[src/include/reset_cause_defines.svh]
// Constants for the reset cause capture block.
// Assumes an 8-bit peripheral register port on the bus clock.
`ifndef RESET_CAUSE_DEFINES_SVH
`define RESET_CAUSE_DEFINES_SVH

`define RC_BIT_POWER_ON        7
`define RC_BIT_PIN             6
`define RC_BIT_WATCHDOG        5
`define RC_BIT_ILL_OPCODE      4
`define RC_BIT_ILL_ADDRESS     3
`define RC_BIT_CLOCK_GEN       2
`define RC_BIT_LOW_VOLTAGE     1
`define RC_BIT_FORCE_RESET     0
`define RC_ZERO8               8'h00
`define RC_ILL_GAP0_LO         16'h0470
`define RC_ILL_GAP0_HI         16'h17FF
`define RC_ILL_GAP1_LO         16'h1860
`define RC_ILL_GAP1_HI         16'hBFFF
`define RC_STATUS_ADDR_DEF     16'h1800
`define RC_FORCE_ADDR_DEF      16'h1801

`endif

[src/include/reset_cause_pkg.sv]
// Types shared by the reset cause capture block.
// Assumes nothing beyond a SystemVerilog compiler.
`default_nettype none
package reset_cause_pkg;
	typedef struct packed {
		logic power_on;
		logic pin;
		logic watchdog;
		logic ill_opcode;
		logic ill_address;
		logic clock_gen;
		logic low_voltage;
	} cause_s;

	typedef enum logic [1:0] {
		RUNNING,
		IN_RESET
	} seq_e;
endpackage
`default_nettype wire

[src/core/reset_cause_capture.sv]
// Reset cause capture with status register and debug force reset.
// Assumes sources are synchronous to mclk; arst_n is the power-on reset.
//
// What this block does
// RL1: Seven cause flags, bits 7..1, bit 0 zero
// RL2: Debug forced reset clears every cause flag
// RL3: Status write kicks watchdog, keeps flags
// RL4: Power-on sets bits 7 and 1 only
// RL5: Low-voltage reset keeps bit 7, sets bit 1
// RL6: Other resets copy active sources to flags
// RL7: Pin flag set by low reset pin
// RL8: Watchdog reset blocked when option is zero
// RL9: Illegal opcode, or stop or background entry while its option is disabled, set flag
// RL10: Gap after RAM is illegal address
// RL11: Gap before flash is illegal address
// RL12: Register area holes are not illegal
// RL13: Clock generator request sets bit 2
// RL14: Low-voltage reset needs both enables and trip
// RL15: Force register writable only by debug commands
// RL16: Force register reads return zero
// RL17: Writing one to force bit resets device
// RL18: Flags captured at reset end, then held
`include "reset_cause_defines.svh"
`default_nettype none
module reset_cause_capture #(
	parameter logic [15:0] STATUS_ADDR = `RC_STATUS_ADDR_DEF,
	parameter logic [15:0] FORCE_ADDR  = `RC_FORCE_ADDR_DEF
) (
	input  wire logic        mclk,
	input  wire logic        arst_n,
	input  wire logic        clk_en,
	input  wire logic        bus_valid,
	input  wire logic        bus_write,
	input  wire logic        bus_from_debug,
	input  wire logic [15:0] bus_addr,
	input  wire logic [7:0]  bus_wdata,
	input  wire logic        bus_in_register_area,
	output logic      [7:0]  bus_rdata,
	input  wire logic        reset_pin_n,
	input  wire logic        watchdog_timeout,
	input  wire logic        watchdog_enable_option,
	input  wire logic        opcode_illegal,
	input  wire logic        opcode_is_stop,
	input  wire logic        opcode_is_background,
	input  wire logic        stop_enable_option,
	input  wire logic        background_mode_enable,
	input  wire logic        clock_generator_request,
	input  wire logic        low_voltage_trip,
	input  wire logic        low_voltage_reset_enable,
	input  wire logic        low_voltage_stop_enable,
	output logic             watchdog_restart,
	output logic             system_reset
);

	function automatic logic in_illegal_gap(input logic [15:0] a);
		in_illegal_gap = ((a >= `RC_ILL_GAP0_LO) && (a <= `RC_ILL_GAP0_HI)) || // [RL10]
		                 ((a >= `RC_ILL_GAP1_LO) && (a <= `RC_ILL_GAP1_HI));    // [RL11]
	endfunction

	// Exact register decode, shared by the read, kick and force paths
	function automatic logic addr_match(input logic [15:0] a, input logic [15:0] target);
		addr_match = (a == target);
	endfunction

	reset_cause_pkg::cause_s flags_ff;
	reset_cause_pkg::cause_s nxt_flags;
	logic                    capture_now;
	logic                    bus_wr;
	logic                    bus_rd;
	logic                    status_hit;
	logic                    force_hit;
	reset_cause_pkg::cause_s pend_ff;
	reset_cause_pkg::cause_s src;
	reset_cause_pkg::seq_e   state_ff;
	logic                    por_seen_ff;
	logic                    lv_only_ff;
	logic                    forced_ff;
	logic                    illegal_addr;
	logic                    illegal_op;
	logic                    lv_reset;
	logic                    wd_reset;
	logic                    force_wr;
	logic                    any_src;
	logic [7:0]              status_byte;

	assign bus_wr     = bus_valid && bus_write;
	assign bus_rd     = bus_valid && !bus_write;
	assign status_hit = addr_match(bus_addr, STATUS_ADDR);
	assign force_hit  = addr_match(bus_addr, FORCE_ADDR);

	// Holes inside register areas never count [RL12]
	assign illegal_addr = bus_valid && !bus_in_register_area && in_illegal_gap(bus_addr);
	assign illegal_op   = opcode_illegal ||
	                      (opcode_is_stop && !stop_enable_option) ||
	                      (opcode_is_background && !background_mode_enable); // [RL9]
	assign lv_reset     = low_voltage_trip && low_voltage_reset_enable &&
	                      low_voltage_stop_enable; // [RL14]
	assign wd_reset     = watchdog_timeout && watchdog_enable_option; // [RL8]
	// User program writes are dropped here [RL15]
	assign force_wr     = bus_wr && bus_from_debug && force_hit &&
	                      bus_wdata[`RC_BIT_FORCE_RESET]; // [RL17]

	always_comb begin
		src             = '0;
		src.pin         = !reset_pin_n; // [RL7]
		src.watchdog    = wd_reset;
		src.ill_opcode  = illegal_op;
		src.ill_address = illegal_addr;
		src.clock_gen   = clock_generator_request; // [RL13]
	end
	assign any_src = (|src) || lv_reset || force_wr;

	// Reset request state: system_reset held from request until all sources clear
	always_ff @(posedge mclk or negedge arst_n) begin
		if (!arst_n) begin
			state_ff <= reset_cause_pkg::IN_RESET;
		end else if (clk_en) begin
			unique case (state_ff)
				reset_cause_pkg::RUNNING: begin
					if (any_src) begin
						state_ff <= reset_cause_pkg::IN_RESET;
					end
				end
				reset_cause_pkg::IN_RESET: begin
					if (!any_src) begin
						state_ff <= reset_cause_pkg::RUNNING;
					end
				end
				default: state_ff <= reset_cause_pkg::IN_RESET;
			endcase
		end
	end

	// Accumulate sources while reset is held
	always_ff @(posedge mclk or negedge arst_n) begin
		if (!arst_n) begin
			pend_ff     <= '0;
			por_seen_ff <= 1'b1;
			lv_only_ff  <= 1'b0;
			forced_ff   <= 1'b0;
		end else if (clk_en) begin
			if (state_ff == reset_cause_pkg::RUNNING) begin
				pend_ff    <= src; // [RL6]
				lv_only_ff <= lv_reset;
				forced_ff  <= force_wr;
				por_seen_ff <= 1'b0;
			end else begin
				pend_ff    <= pend_ff | src;
				lv_only_ff <= lv_only_ff | lv_reset;
				forced_ff  <= forced_ff | force_wr;
			end
		end
	end

	assign capture_now = (state_ff == reset_cause_pkg::IN_RESET) && !any_src;

	// Latched at reset end so later source changes are invisible [RL18]
	always_comb begin
		nxt_flags = flags_ff;
		if (capture_now) begin
			if (por_seen_ff) begin
				nxt_flags             = '0;
				nxt_flags.power_on    = 1'b1; // [RL4]
				nxt_flags.low_voltage = 1'b1; // [RL4]
			end else if (forced_ff) begin
				nxt_flags = '0; // [RL2]
			end else if (lv_only_ff) begin
				nxt_flags             = '0;
				nxt_flags.power_on    = flags_ff.power_on; // [RL5]
				nxt_flags.low_voltage = 1'b1;
			end else begin
				nxt_flags = pend_ff; // [RL6]
			end
		end
	end

	always_ff @(posedge mclk or negedge arst_n) begin
		if (!arst_n) begin
			flags_ff <= '0;
		end else if (clk_en) begin
			flags_ff <= nxt_flags;
		end
	end

	// Write to status address restarts the watchdog, flags untouched [RL3]
	assign watchdog_restart = bus_wr && status_hit;
	assign system_reset     = (state_ff == reset_cause_pkg::IN_RESET);

	assign status_byte = {flags_ff, 1'b0}; // [RL1]

	always_ff @(posedge mclk or negedge arst_n) begin
		if (!arst_n) begin
			bus_rdata <= `RC_ZERO8;
		end else if (clk_en) begin
			if (bus_rd && status_hit) begin
				bus_rdata <= status_byte;
			end else begin
				bus_rdata <= `RC_ZERO8; // Force register reads zero [RL16]
			end
		end
	end

endmodule
`default_nettype wire

[config.mk]
export PLATFORM = sky130hd
export DESIGN_NAME = reset_cause_capture
export DESIGN_NICKNAME = d
export VERILOG_FILES = /design/src/include/reset_cause_pkg.sv /design/src/core/reset_cause_capture.sv
export VERILOG_INCLUDE_DIRS = /design/src /design/src/include
export SDC_FILE = /design/constraint.sdc
export NUM_CORES = 1
export LEC_CHECK = 0
export BUFFER_PORTS_ARGS = -buffer_cell sky130_fd_sc_hd__buf_2
export CORE_MARGIN = 2
export CORE_UTILIZATION = 48
export DETAILED_ROUTE_END_ITERATION = 8
export GPL_TIMING_DRIVEN = 0
export PLACE_DENSITY = 0.83
export SLEW_MARGIN = 0
export SYNTH_ARGS = -nofsm -noshare
export SYNTH_HDL_FRONTEND = slang
export SYNTH_SLANG_ARGS = --single-unit
[constraint.sdc]
create_clock -name mclk -period 2.6 [get_ports mclk]
set_input_delay 0.39 -clock mclk [delete_from_list [all_inputs] [get_ports mclk]]
set_output_delay 0.39 -clock mclk [all_outputs]
set_load 0.02 [all_outputs]
# == Word-level counts from Yosys, hierarchy flattened ==
# Index checks and enable logic that the tools add are counted.
# classes
n_addsub,0
mul,0
n_div,0
magnitude_cmp,4
n_eq_ne,6
shift,0
mux,10
bitwise,3
n_reduce_logical,34
# op_table
op,count
"equality test 16 x 13 -> 1 bit, second input constant",2
two-way mux 7 bit,4
logical AND 1 bit,17
">= comparator 16 x 11 -> 1 bit, second input constant",1
">= comparator 16 x 13 -> 1 bit, second input constant",1
"<= comparator 16 x 13 -> 1 bit, second input constant",1
"<= comparator 16 bit, second input constant",1
two-way mux 8 bit,1
bitwise OR 7 x 6 -> 7 bit,1
logical NOT 1 bit,6
AND reduction 3 bit,2
logical OR 1 bit,5
OR reduction 5 bit,1
two-way mux 2 bit,2
"inequality test 2 bit, second input constant",2
one-hot mux 2 bit (2 select lines),1
AND reduction 2 bit,2
"inequality test 3 x 2 -> 1 bit, second input constant",1
"equality test 2 x 1 -> 1 bit, second input constant",1
logical NOT 2 bit,1
two-way mux 1 bit,2
bitwise OR 1 bit,2
# word_totals
register_bits,27
latch_bits,0
ram_bits,0
romBits,0
in_bits,43
out_inout_bits,10
memories,0

# == Logic depth before layout (Yosys ltp) ==
# Gate-level depths: netlist (run 1).
# logic_depth
ltp_word,10
ltp_mapped,8
depth_no_buf,8

# == Worst setup path after synthesis (run 1) ==
# OpenSTA, ideal clock, no wires.
# synth_path
path_kind,input to register
startpoint,input port bus_addr[7]
endpoint,register flags_ff[1] (netlist name)
setup_time_ns,0.067
t_arrival_ns,1.948
required_ns,2.533
setup_slack_ns,0.585
path_stages,8
n_path_buf,0
cell_sequence,nor3_2 -> a2111oi_0 -> a22o_1 -> a211oi_1 -> ha_1 -> nand2_1 -> nor4_2 -> a22o_1
# synth_between
elab_chain_len,10
word_cells_on_any_way,17
classes_between,order compare: 4; eq/ne: 1; reduce/logical: 12
# synth_lines
item,line_no,source
from (decl),reset_cause_capture.sv:35,"input wire logic [15:0] bus_addr,"
">= comparator 16 x 11 -> 1 bit (no source line), or another cell as far along",--,
logical AND 1 bit (on tied branches),"reset_cause_capture.sv:56, reset_cause_capture.sv:57",
logical OR 1 bit,reset_cause_capture.sv:56,in_illegal_gap = ((a >= `RC_ILL_GAP0_LO) && (a <= `RC_ILL_GAP0_HI)) ||
logical AND 1 bit,reset_cause_capture.sv:92,assign illegal_addr = bus_valid && !bus_in_register_area && in_illegal_gap(bus_addr);
OR reduction 5 bit,reset_cause_capture.sv:111,assign any_src = (|src) || lv_reset || force_wr;
logical OR 1 bit,reset_cause_capture.sv:111,
logical OR 1 bit (*),reset_cause_capture.sv:111,
logical NOT 1 bit (*),reset_cause_capture.sv:155,assign capture_now = (state_ff == reset_cause_pkg::IN_RESET) && !any_src;
logical AND 1 bit (*),reset_cause_capture.sv:155,
AND reduction 2 bit (no source line) (*),--,
to (signal assigned),reset_cause_capture.sv:181,flags_ff <= nxt_flags;
to (decl),reset_cause_capture.sv:65,reset_cause_pkg::cause_s flags_ff;
# Every way passes the cells marked *; elsewhere a longest branch is shown, timed or not.
# A chain may end at the register's enable or synchronous reset.

# == Final worst setup path (run 1) ==
# Same ends and word-level chain as after synthesis.

==> flow_summary.yaml, run 1 <==
status:
  run_status: "finished clean"
logic_synthesis:
  post_synth.cell_area_avg_um2: 11.7
  ys_dominant_reg_cell: "sky130_fd_sc_hd__dfrtp_1"
  synth_sequential_area_ratio_pct: 52.7
  post_synth_num_cell_types: 34
  synth_mux_area_share_pct: 0
  syn_inst: 94
  synth-edff-count: 0
  synth-seq-cells: 23
  synth.top_cells.by_area: "sky130_fd_sc_hd__dfrtp_1, sky130_fd_sc_hd__a22o_1, sky130_fd_sc_hd__dfstp_2"
  fraction_of_registers_with_async_set_reset_pct: 100
  synth_top_family_by_area: "compound AO/OA/AOI/OAI gates"
  synth-xor-area-share_pct: 0.799
  post_synth_fa_ha_maj_area_fraction_pct: 1.14
  synth_compound_area_share_pct: 20.7
  top_area_cell_type_share_of_the_netlist_area_pct: 47.9
  synthesis.nets: 138
  yosysTopAreaCell: "sky130_fd_sc_hd__dfrtp_1"
  synth_simple_gate_area_share_pct: 19.7
  synth_warnings: 0
  netlist_area_um2: 1100
sta:
  tightestPinTransition_ps: 514
  timing.max_slew.rel_slack_pct: 65.5
  clock.fmax_mhz: 468
  timing.final.max_slew_violations: 0
  fin_skew_ps: 9.40
  finalCritPeriodShare_pct: 82.2
  period_needed_ps: 2140
  report.final.setup_viol: 0
  finalHoldViolations: 0
  rsz_0062_raised_after_global_routing: "no"
  setup_tns_ps: 0
  setup_ws_ps: 463
floorplanning:
  core_area_um2: 2190
  horizontal_die_dimension_um: 51.8
  die-height_um: 51.8
  initial_core_util_pct: 50.0
  design.die.area_um2: 2680
  rows: 17
  design.portCount: 53
place:
  preCtsSetupSlack_ps: 157
  placement.io_buffers: 43
  globalplace.congestion: 0.760
  place.detailed.hpwl_um: 1770
  area_post_placement_um2: 1350
worst_setup_path:
  cp_top_family: "simple AND/OR/NAND/NOR gates"
  critical_path_required_ps: 2850
  buffering_stage_count_on_the_worst_path_with_inverters_included: 1
  max_stage_delay_ps: 420
  criticalPathCategory: "input port to register"
  cp_slowest_cell: "sky130_fd_sc_hd__nor4_2"
  critical_path.cell_chain: "buf_2, nor3_2, a2111oi_0, a22o_1, a211oi_1, ha_1, nand2_1, nor4_2, a22o_1"
  data_arrival_time_of_the_worst_path_ps: 2390
  category_of_the_worst_setup_path_launch_point: "input port"
  path_common_cell: "sky130_fd_sc_hd__a22o_1"
  cp_max_fo: 6
  end_kind: "register"
grt:
  overflow: 0
  grt_pass1_wl_um: 3540
  grt_antenna_before_repair: 0
  grt_busiest_layer: "met2"
  grt_pass1_vias: 868
  use_met3_pct: 1.15
  grt_max_degree: 24
  gr-usage-all-layers_pct: 17.9
  use_met1_pct: 20.6
  grt.met2_usage_pct: 33.1
cts:
  post_cts.repair.setup_buffers: 0
  cts_tree: "done"
  htree_num_levels: 1
  tritoncts.num_buffers: 3
  ctsResizeCount: 0
  clockRootBuffer: "sky130_fd_sc_hd__clkbuf_4"
  post_cts_hold_buffer_count: 0
  clkSlewWorstSetupHoldPaths_ps: 120
  cts.path.max_buffers: 2
  cts_sinks: 23
  clk-insertion-delay-late_ps: 310
route:
  ant_nets: 0
  routed_wirelength_um: 2100
  routedWlPerCell_um: 12.4
  num_vias: 888
  firstDrtPassIters: 4
  detailedRoute.firstIterationViolations: 11
  vias_per_cell: 5.25
  drc: 0
power:
  power-per-cell-area_nw_per_um2: 595
  cellLeakagePower_nw: 0.710
  vdd_drop_max_mv: 0.247
cells_and_area:
  finish.net_count: 186
  mostFrequentLayoutCells: "sky130_fd_sc_hd__buf_2, sky130_fd_sc_hd__dfrtp_1, sky130_fd_sc_hd__a22o_1"
  final_layout_size_suffix_gt1_share_pct: 41.8
  postLayoutCellArea_um2: 1370
  mostFrequentLayoutCell: "sky130_fd_sc_hd__buf_2"
  synthToLayoutAreaGrowth_pct: 25.3
  antenna-diode-count: 0
min_path:
  min_delay_worst_type: "input port to async pin"
run:
  max_cap_violations: 0
-- layer usage --
metal | wire length [um] | up-vias
li1 | - | 439
met3 | 126 | 5
met1 | 866 | 404
met2 | 1060 | 40
met5 | 0 | -
met4 | 46 | 0
-- cell usage after synthesis, drive strengths merged, types with 2 or more instances --
cell type  instances
a211oi             2
a22o              16
and2               3
and3b              2
buf                3
dfrtp             21
dfstp              2
inv                6
nand2              7
nand2b             2
nand4              2
nor2               2
nor3               4
nor4               2
o21ai              7
-- path summary, 6_finish.rpt --
| path | from | end | slack (ps) | cells past startpoint |
|---|---|---|---|---|
| worst max-delay path | bus_addr[7] | flags_ff[1]$_DFFE_PN0P_ | 460 | 9 |
| worst min-delay path | arst_n | flags_ff[3]$_DFFE_PN0P_ | 10 | 1 |
| worst max register to register | state_ff[0]$_DFFE_PN1P_ | flags_ff[1]$_DFFE_PN0P_ | 1020 | 4 |
| worst min register to register | pend_ff[5]$_DFFE_PN0P_ | pend_ff[5]$_DFFE_PN0P_ | 500 | 2 |
| max in group asynchronous | arst_n | por_seen_ff$_DFFE_PN1P_ | 2230 | 1 |
| min in group mclk | reset_pin_n | pend_ff[5]$_DFFE_PN0P_ | 260 | 2 |
-- area by class of cell --
| class | instances | area [um2] |
|---|---|---|
| Timing Repair Buffer | 43 | 215 |
| Multi-Input combinational cell | 61 | 468 |
| Clock inverter | 1 | 5.00 |
| Tap cell | 28 | 35.0 |
| Inverter | 6 | 22.5 |
| Fill cell | 182 | 817 |
| Sequential cell | 23 | 578 |
| Clock buffer | 3 | 22.5 |
| Buffer | 4 | 27.5 |
-- registers in the layout, indices dropped and copies added (netlist names) --
name	cells
flags_ff	7
forced_ff	1
lv_only_ff	1
state_ff	1
pend_ff	5
bus_rdata	7
por_seen_ff	1
-- logic make-up after synthesis --
group                    after synthesis
AND/OR/NAND/NOR                       29
adder cells (fa/ha/maj)                1
other                                  1
buffers and inverters                 10
flip-flops                            23
XOR/XNOR                               1
AO/OA/AOI/OAI                         29
-- worst reg2reg max path: stages (launching register included) --
cell and delay (ps):
sky130_fd_sc_hd__dfstp_2 570, sky130_fd_sc_hd__ha_1 160, sky130_fd_sc_hd__nand2_1 150, sky130_fd_sc_hd__nor4_2 420, sky130_fd_sc_hd__a22o_1 210
-- where the power goes --
| group | switching, mW | internal [mW] |
|---|---|---|
| clock | 0.100 | 0.0576 |
| combinational | 0.0825 | 0.0944 |
| sequential | 0.0465 | 0.436 |
-- through the flow --
step / instances / hold slack, ps / util, % / total power, mW
floorplan: 94 / 94.4 / - / 0.597
global placement: 165 / 367 / 61.5 / 0.657
detailed placement: 165 / 375 / 61.5 / 0.670
CTS: 169 / 17.0 / 62.7 / 0.830
global route: 169 / 49.0 / 62.7 / 0.870
finish: 169 / 12.2 / 62.7 / 0.817
Power figures use the tool's default switching activity.
==> inputs of run 2 (changes only) <==
CORE_ASPECT_RATIO = 2   (was default)
CORE_UTILIZATION = 40   (was 48)
PLACE_DENSITY = 0.74   (was 0.83)
clock period = 1.72 ns   (was 2.6 ns; I/O delays follow)
==> run 2 against run 1 <==
  * Utilization shrank 4.2 points
  * Clock-buffer cell count is the same
  * Worst hold slack gained 200 ps
  * Via count grew 6.8%
  * Combinational power grew 69%
  * Wire length grew 19%
==> flow_summary.yaml, run 2 (synthesis gave the netlist of run 1 again) <==
grt:
  grt_max_degree: 24
  grt_pass1_wl_um: 4060
  gr-usage-all-layers_pct: 17.9
  grt_antenna_before_repair: 0
  overflow: 0
  grt_pass1_vias: 1012
cts:
  cts.path.max_buffers: 2
  clkSlewWorstSetupHoldPaths_ps: 80
  cts_sinks: 23
  cts_tree: "done"
  htree_num_levels: 1
  tritoncts.num_buffers: 3
  clk-insertion-delay-late_ps: 260
  clockRootBuffer: "sky130_fd_sc_hd__clkbuf_8"
worst_setup_path:
  cp_max_fo: 3
  regToRegEndpoint: "flags_ff[6]$_DFFE_PN0P_"
  cp_slowest_cell: "sky130_fd_sc_hd__a2111oi_2"
  critical_path_required_ps: 1870
  crit-reg2reg-launch: "state_ff[0]$_DFFE_PN1P_"
  data_arrival_time_of_the_worst_path_ps: 1850
  end_kind: "register"
  max_stage_delay_ps: 390
  category_of_the_worst_setup_path_launch_point: "input port"
  reg2reg_depth: 4
  reg2reg_setup_slack_ps: 380
  path_common_cell: "sky130_fd_sc_hd__a22o_1"
  critical_path.cell_chain: "buf_2, and3b_4, a2111oi_2, a22o_1, a211oi_2, ha_2, and2_1, a22o_1"
  criticalPathCategory: "input port to register"
status:
  run_status: "finished clean"
place:
  placement.io_buffers: 43
  preCtsSetupSlack_ps: -339
  area_post_placement_um2: 1390
  globalplace.congestion: 0.709
  place.detailed.hpwl_um: 1990
sta:
  finalHoldViolations: 0
  whs_ps: 209
  timing.final.max_slew_violations: 0
  setup_ws_ps: 17.1
  clock.fmax_mhz: 587
  fin_skew_ps: 5.49
  report.final.setup_viol: 0
  rsz_0062_raised_after_global_routing: "yes"
  finalCritPeriodShare_pct: 99.0
  setup_tns_ps: 0
  period_needed_ps: 1700
min_path:
  min_delay_worst_type: "input port to register"
  whs_endpoint: "pend_ff[5]$_DFFE_PN0P_"
  min_from: "reset_pin_n"
  holdPathStages: 2
route:
  routedWlPerCell_um: 14.3
  detailedRoute.firstIterationViolations: 20
  vias_per_cell: 5.42
  num_vias: 948
  routed_wirelength_um: 2500
  ant_nets: 0
  firstDrtPassIters: 4
  drc: 0
power:
  combPwrFrac_pct: 21.9
  cellLeakagePower_nw: 0.764
  p_clk_share_pct: 24.0
  internal_power_mw: 0.978
  vdd_drop_max_mv: 0.488
  sw_frac_of_total_pct: 28.2
  power_frac_seq_pct: 54.1
  power-per-cell-area_nw_per_um2: 905
  p_switching_mw: 0.384
floorplanning:
  die-height_um: 78.0
  design.die.area_um2: 3200
  core_area_um2: 2570
  horizontal_die_dimension_um: 41.0
  initial_core_util_pct: 42.6
  rows: 26
  design.portCount: 53
cells_and_area:
  mostFrequentLayoutCell: "sky130_fd_sc_hd__buf_2"
  final_core_util_pct: 58.5
  mostFrequentLayoutCells: "sky130_fd_sc_hd__buf_2, sky130_fd_sc_hd__dfrtp_1, sky130_fd_sc_hd__a22o_1"
  final_layout_size_suffix_gt1_share_pct: 48.3
  antenna-diode-count: 0
  reg.largest.list: "bus_rdata x7, flags_ff x7, pend_ff x5"
  finish.net_count: 192
  postLayoutCellArea_um2: 1500
  synthToLayoutAreaGrowth_pct: 37.2
run:
  max_cap_violations: 0
-- run 2: metal layers --
metal	track usage (%)	vias up	share of wire [%]
met2	31.7	40	57
met3	1.69	9	5.0
met5	0	-	0
met1	18.4	445	34
li1	-	454	-
met4	9.00	0	3.5
-- run 2: worst max path at each step --
| stage | from | end | slack, ps | cells past startpoint |
|---|---|---|---|---|
| after CTS | bus_addr[13] | flags_ff[3]$_DFFE_PN0P_ | 30 | 9 |
| after floorplan | bus_addr[10] | flags_ff[1]$_DFFE_PN0P_ | 0.4 | 8 |
| after global placement | bus_addr[7] | flags_ff[3]$_DFFE_PN0P_ | -310 | 9 |
| after global routing | bus_addr[10] | flags_ff[2]$_DFFE_PN0P_ | -50 | 9 |
| after detailed placement | bus_addr[13] | flags_ff[1]$_DFFE_PN0P_ | -340 | 9 |
| final | bus_addr[11] | flags_ff[6]$_DFFE_PN0P_ | 20 | 8 |
-- run 2: power by group through the flow --
stage | Clock (mW) | Combinational [mW] | Sequential, mW
after CTS | 0.338 | 0.296 | 0.736
after global placement | 0 | 0.269 | 0.736
after floorplan | 0 | 0.169 | 0.741
final | 0.326 | 0.299 | 0.737
after global routing | 0.374 | 0.333 | 0.755
after detailed placement | 0 | 0.287 | 0.747
-- run 2: layout make-up --
cell class                      count  area (um2)
Timing Repair Buffer               49         265
Multi-Input combinational cell     61         529
Buffer                              4        27.5
Tap cell                           28        35.0
Clock inverter                      1        5.00
Sequential cell                    23         578
Clock buffer                        3        41.3
Inverter                            6        22.5
Fill cell                         217        1070
-- run 2: repair_timing --
| action | CTS | global route |
|---|---|---|
| setup buffers | 3 | 2 |
| pin swaps | 1 | 3 |
| gates resized for setup | 3 | 3 |
| hold buffers | 1 | 0 |
| endpoints found under the setup margin | 5 | 8 |
| hold endpoints to repair | 21 | 0 |
-- run 2: per-stage QoR --
step | cells | power [mW]
2_1_floorplan | 94 | 0.910
3_3_place_gp | 165 | 1.01
3_5_place_dp | 165 | 1.03
4_1_cts | 173 | 1.37
5_1_grt | 175 | 1.46
6_report | 175 | 1.36
-- run 2: critical path: cells and delay by family --
kind | cells | cell delay [ps]
AOI/OAI and AO/OA | 4 | 910
adders and majority gates | 1 | 200
buffers and inverters | 1 | 120
and+or+nand+nor | 2 | 370
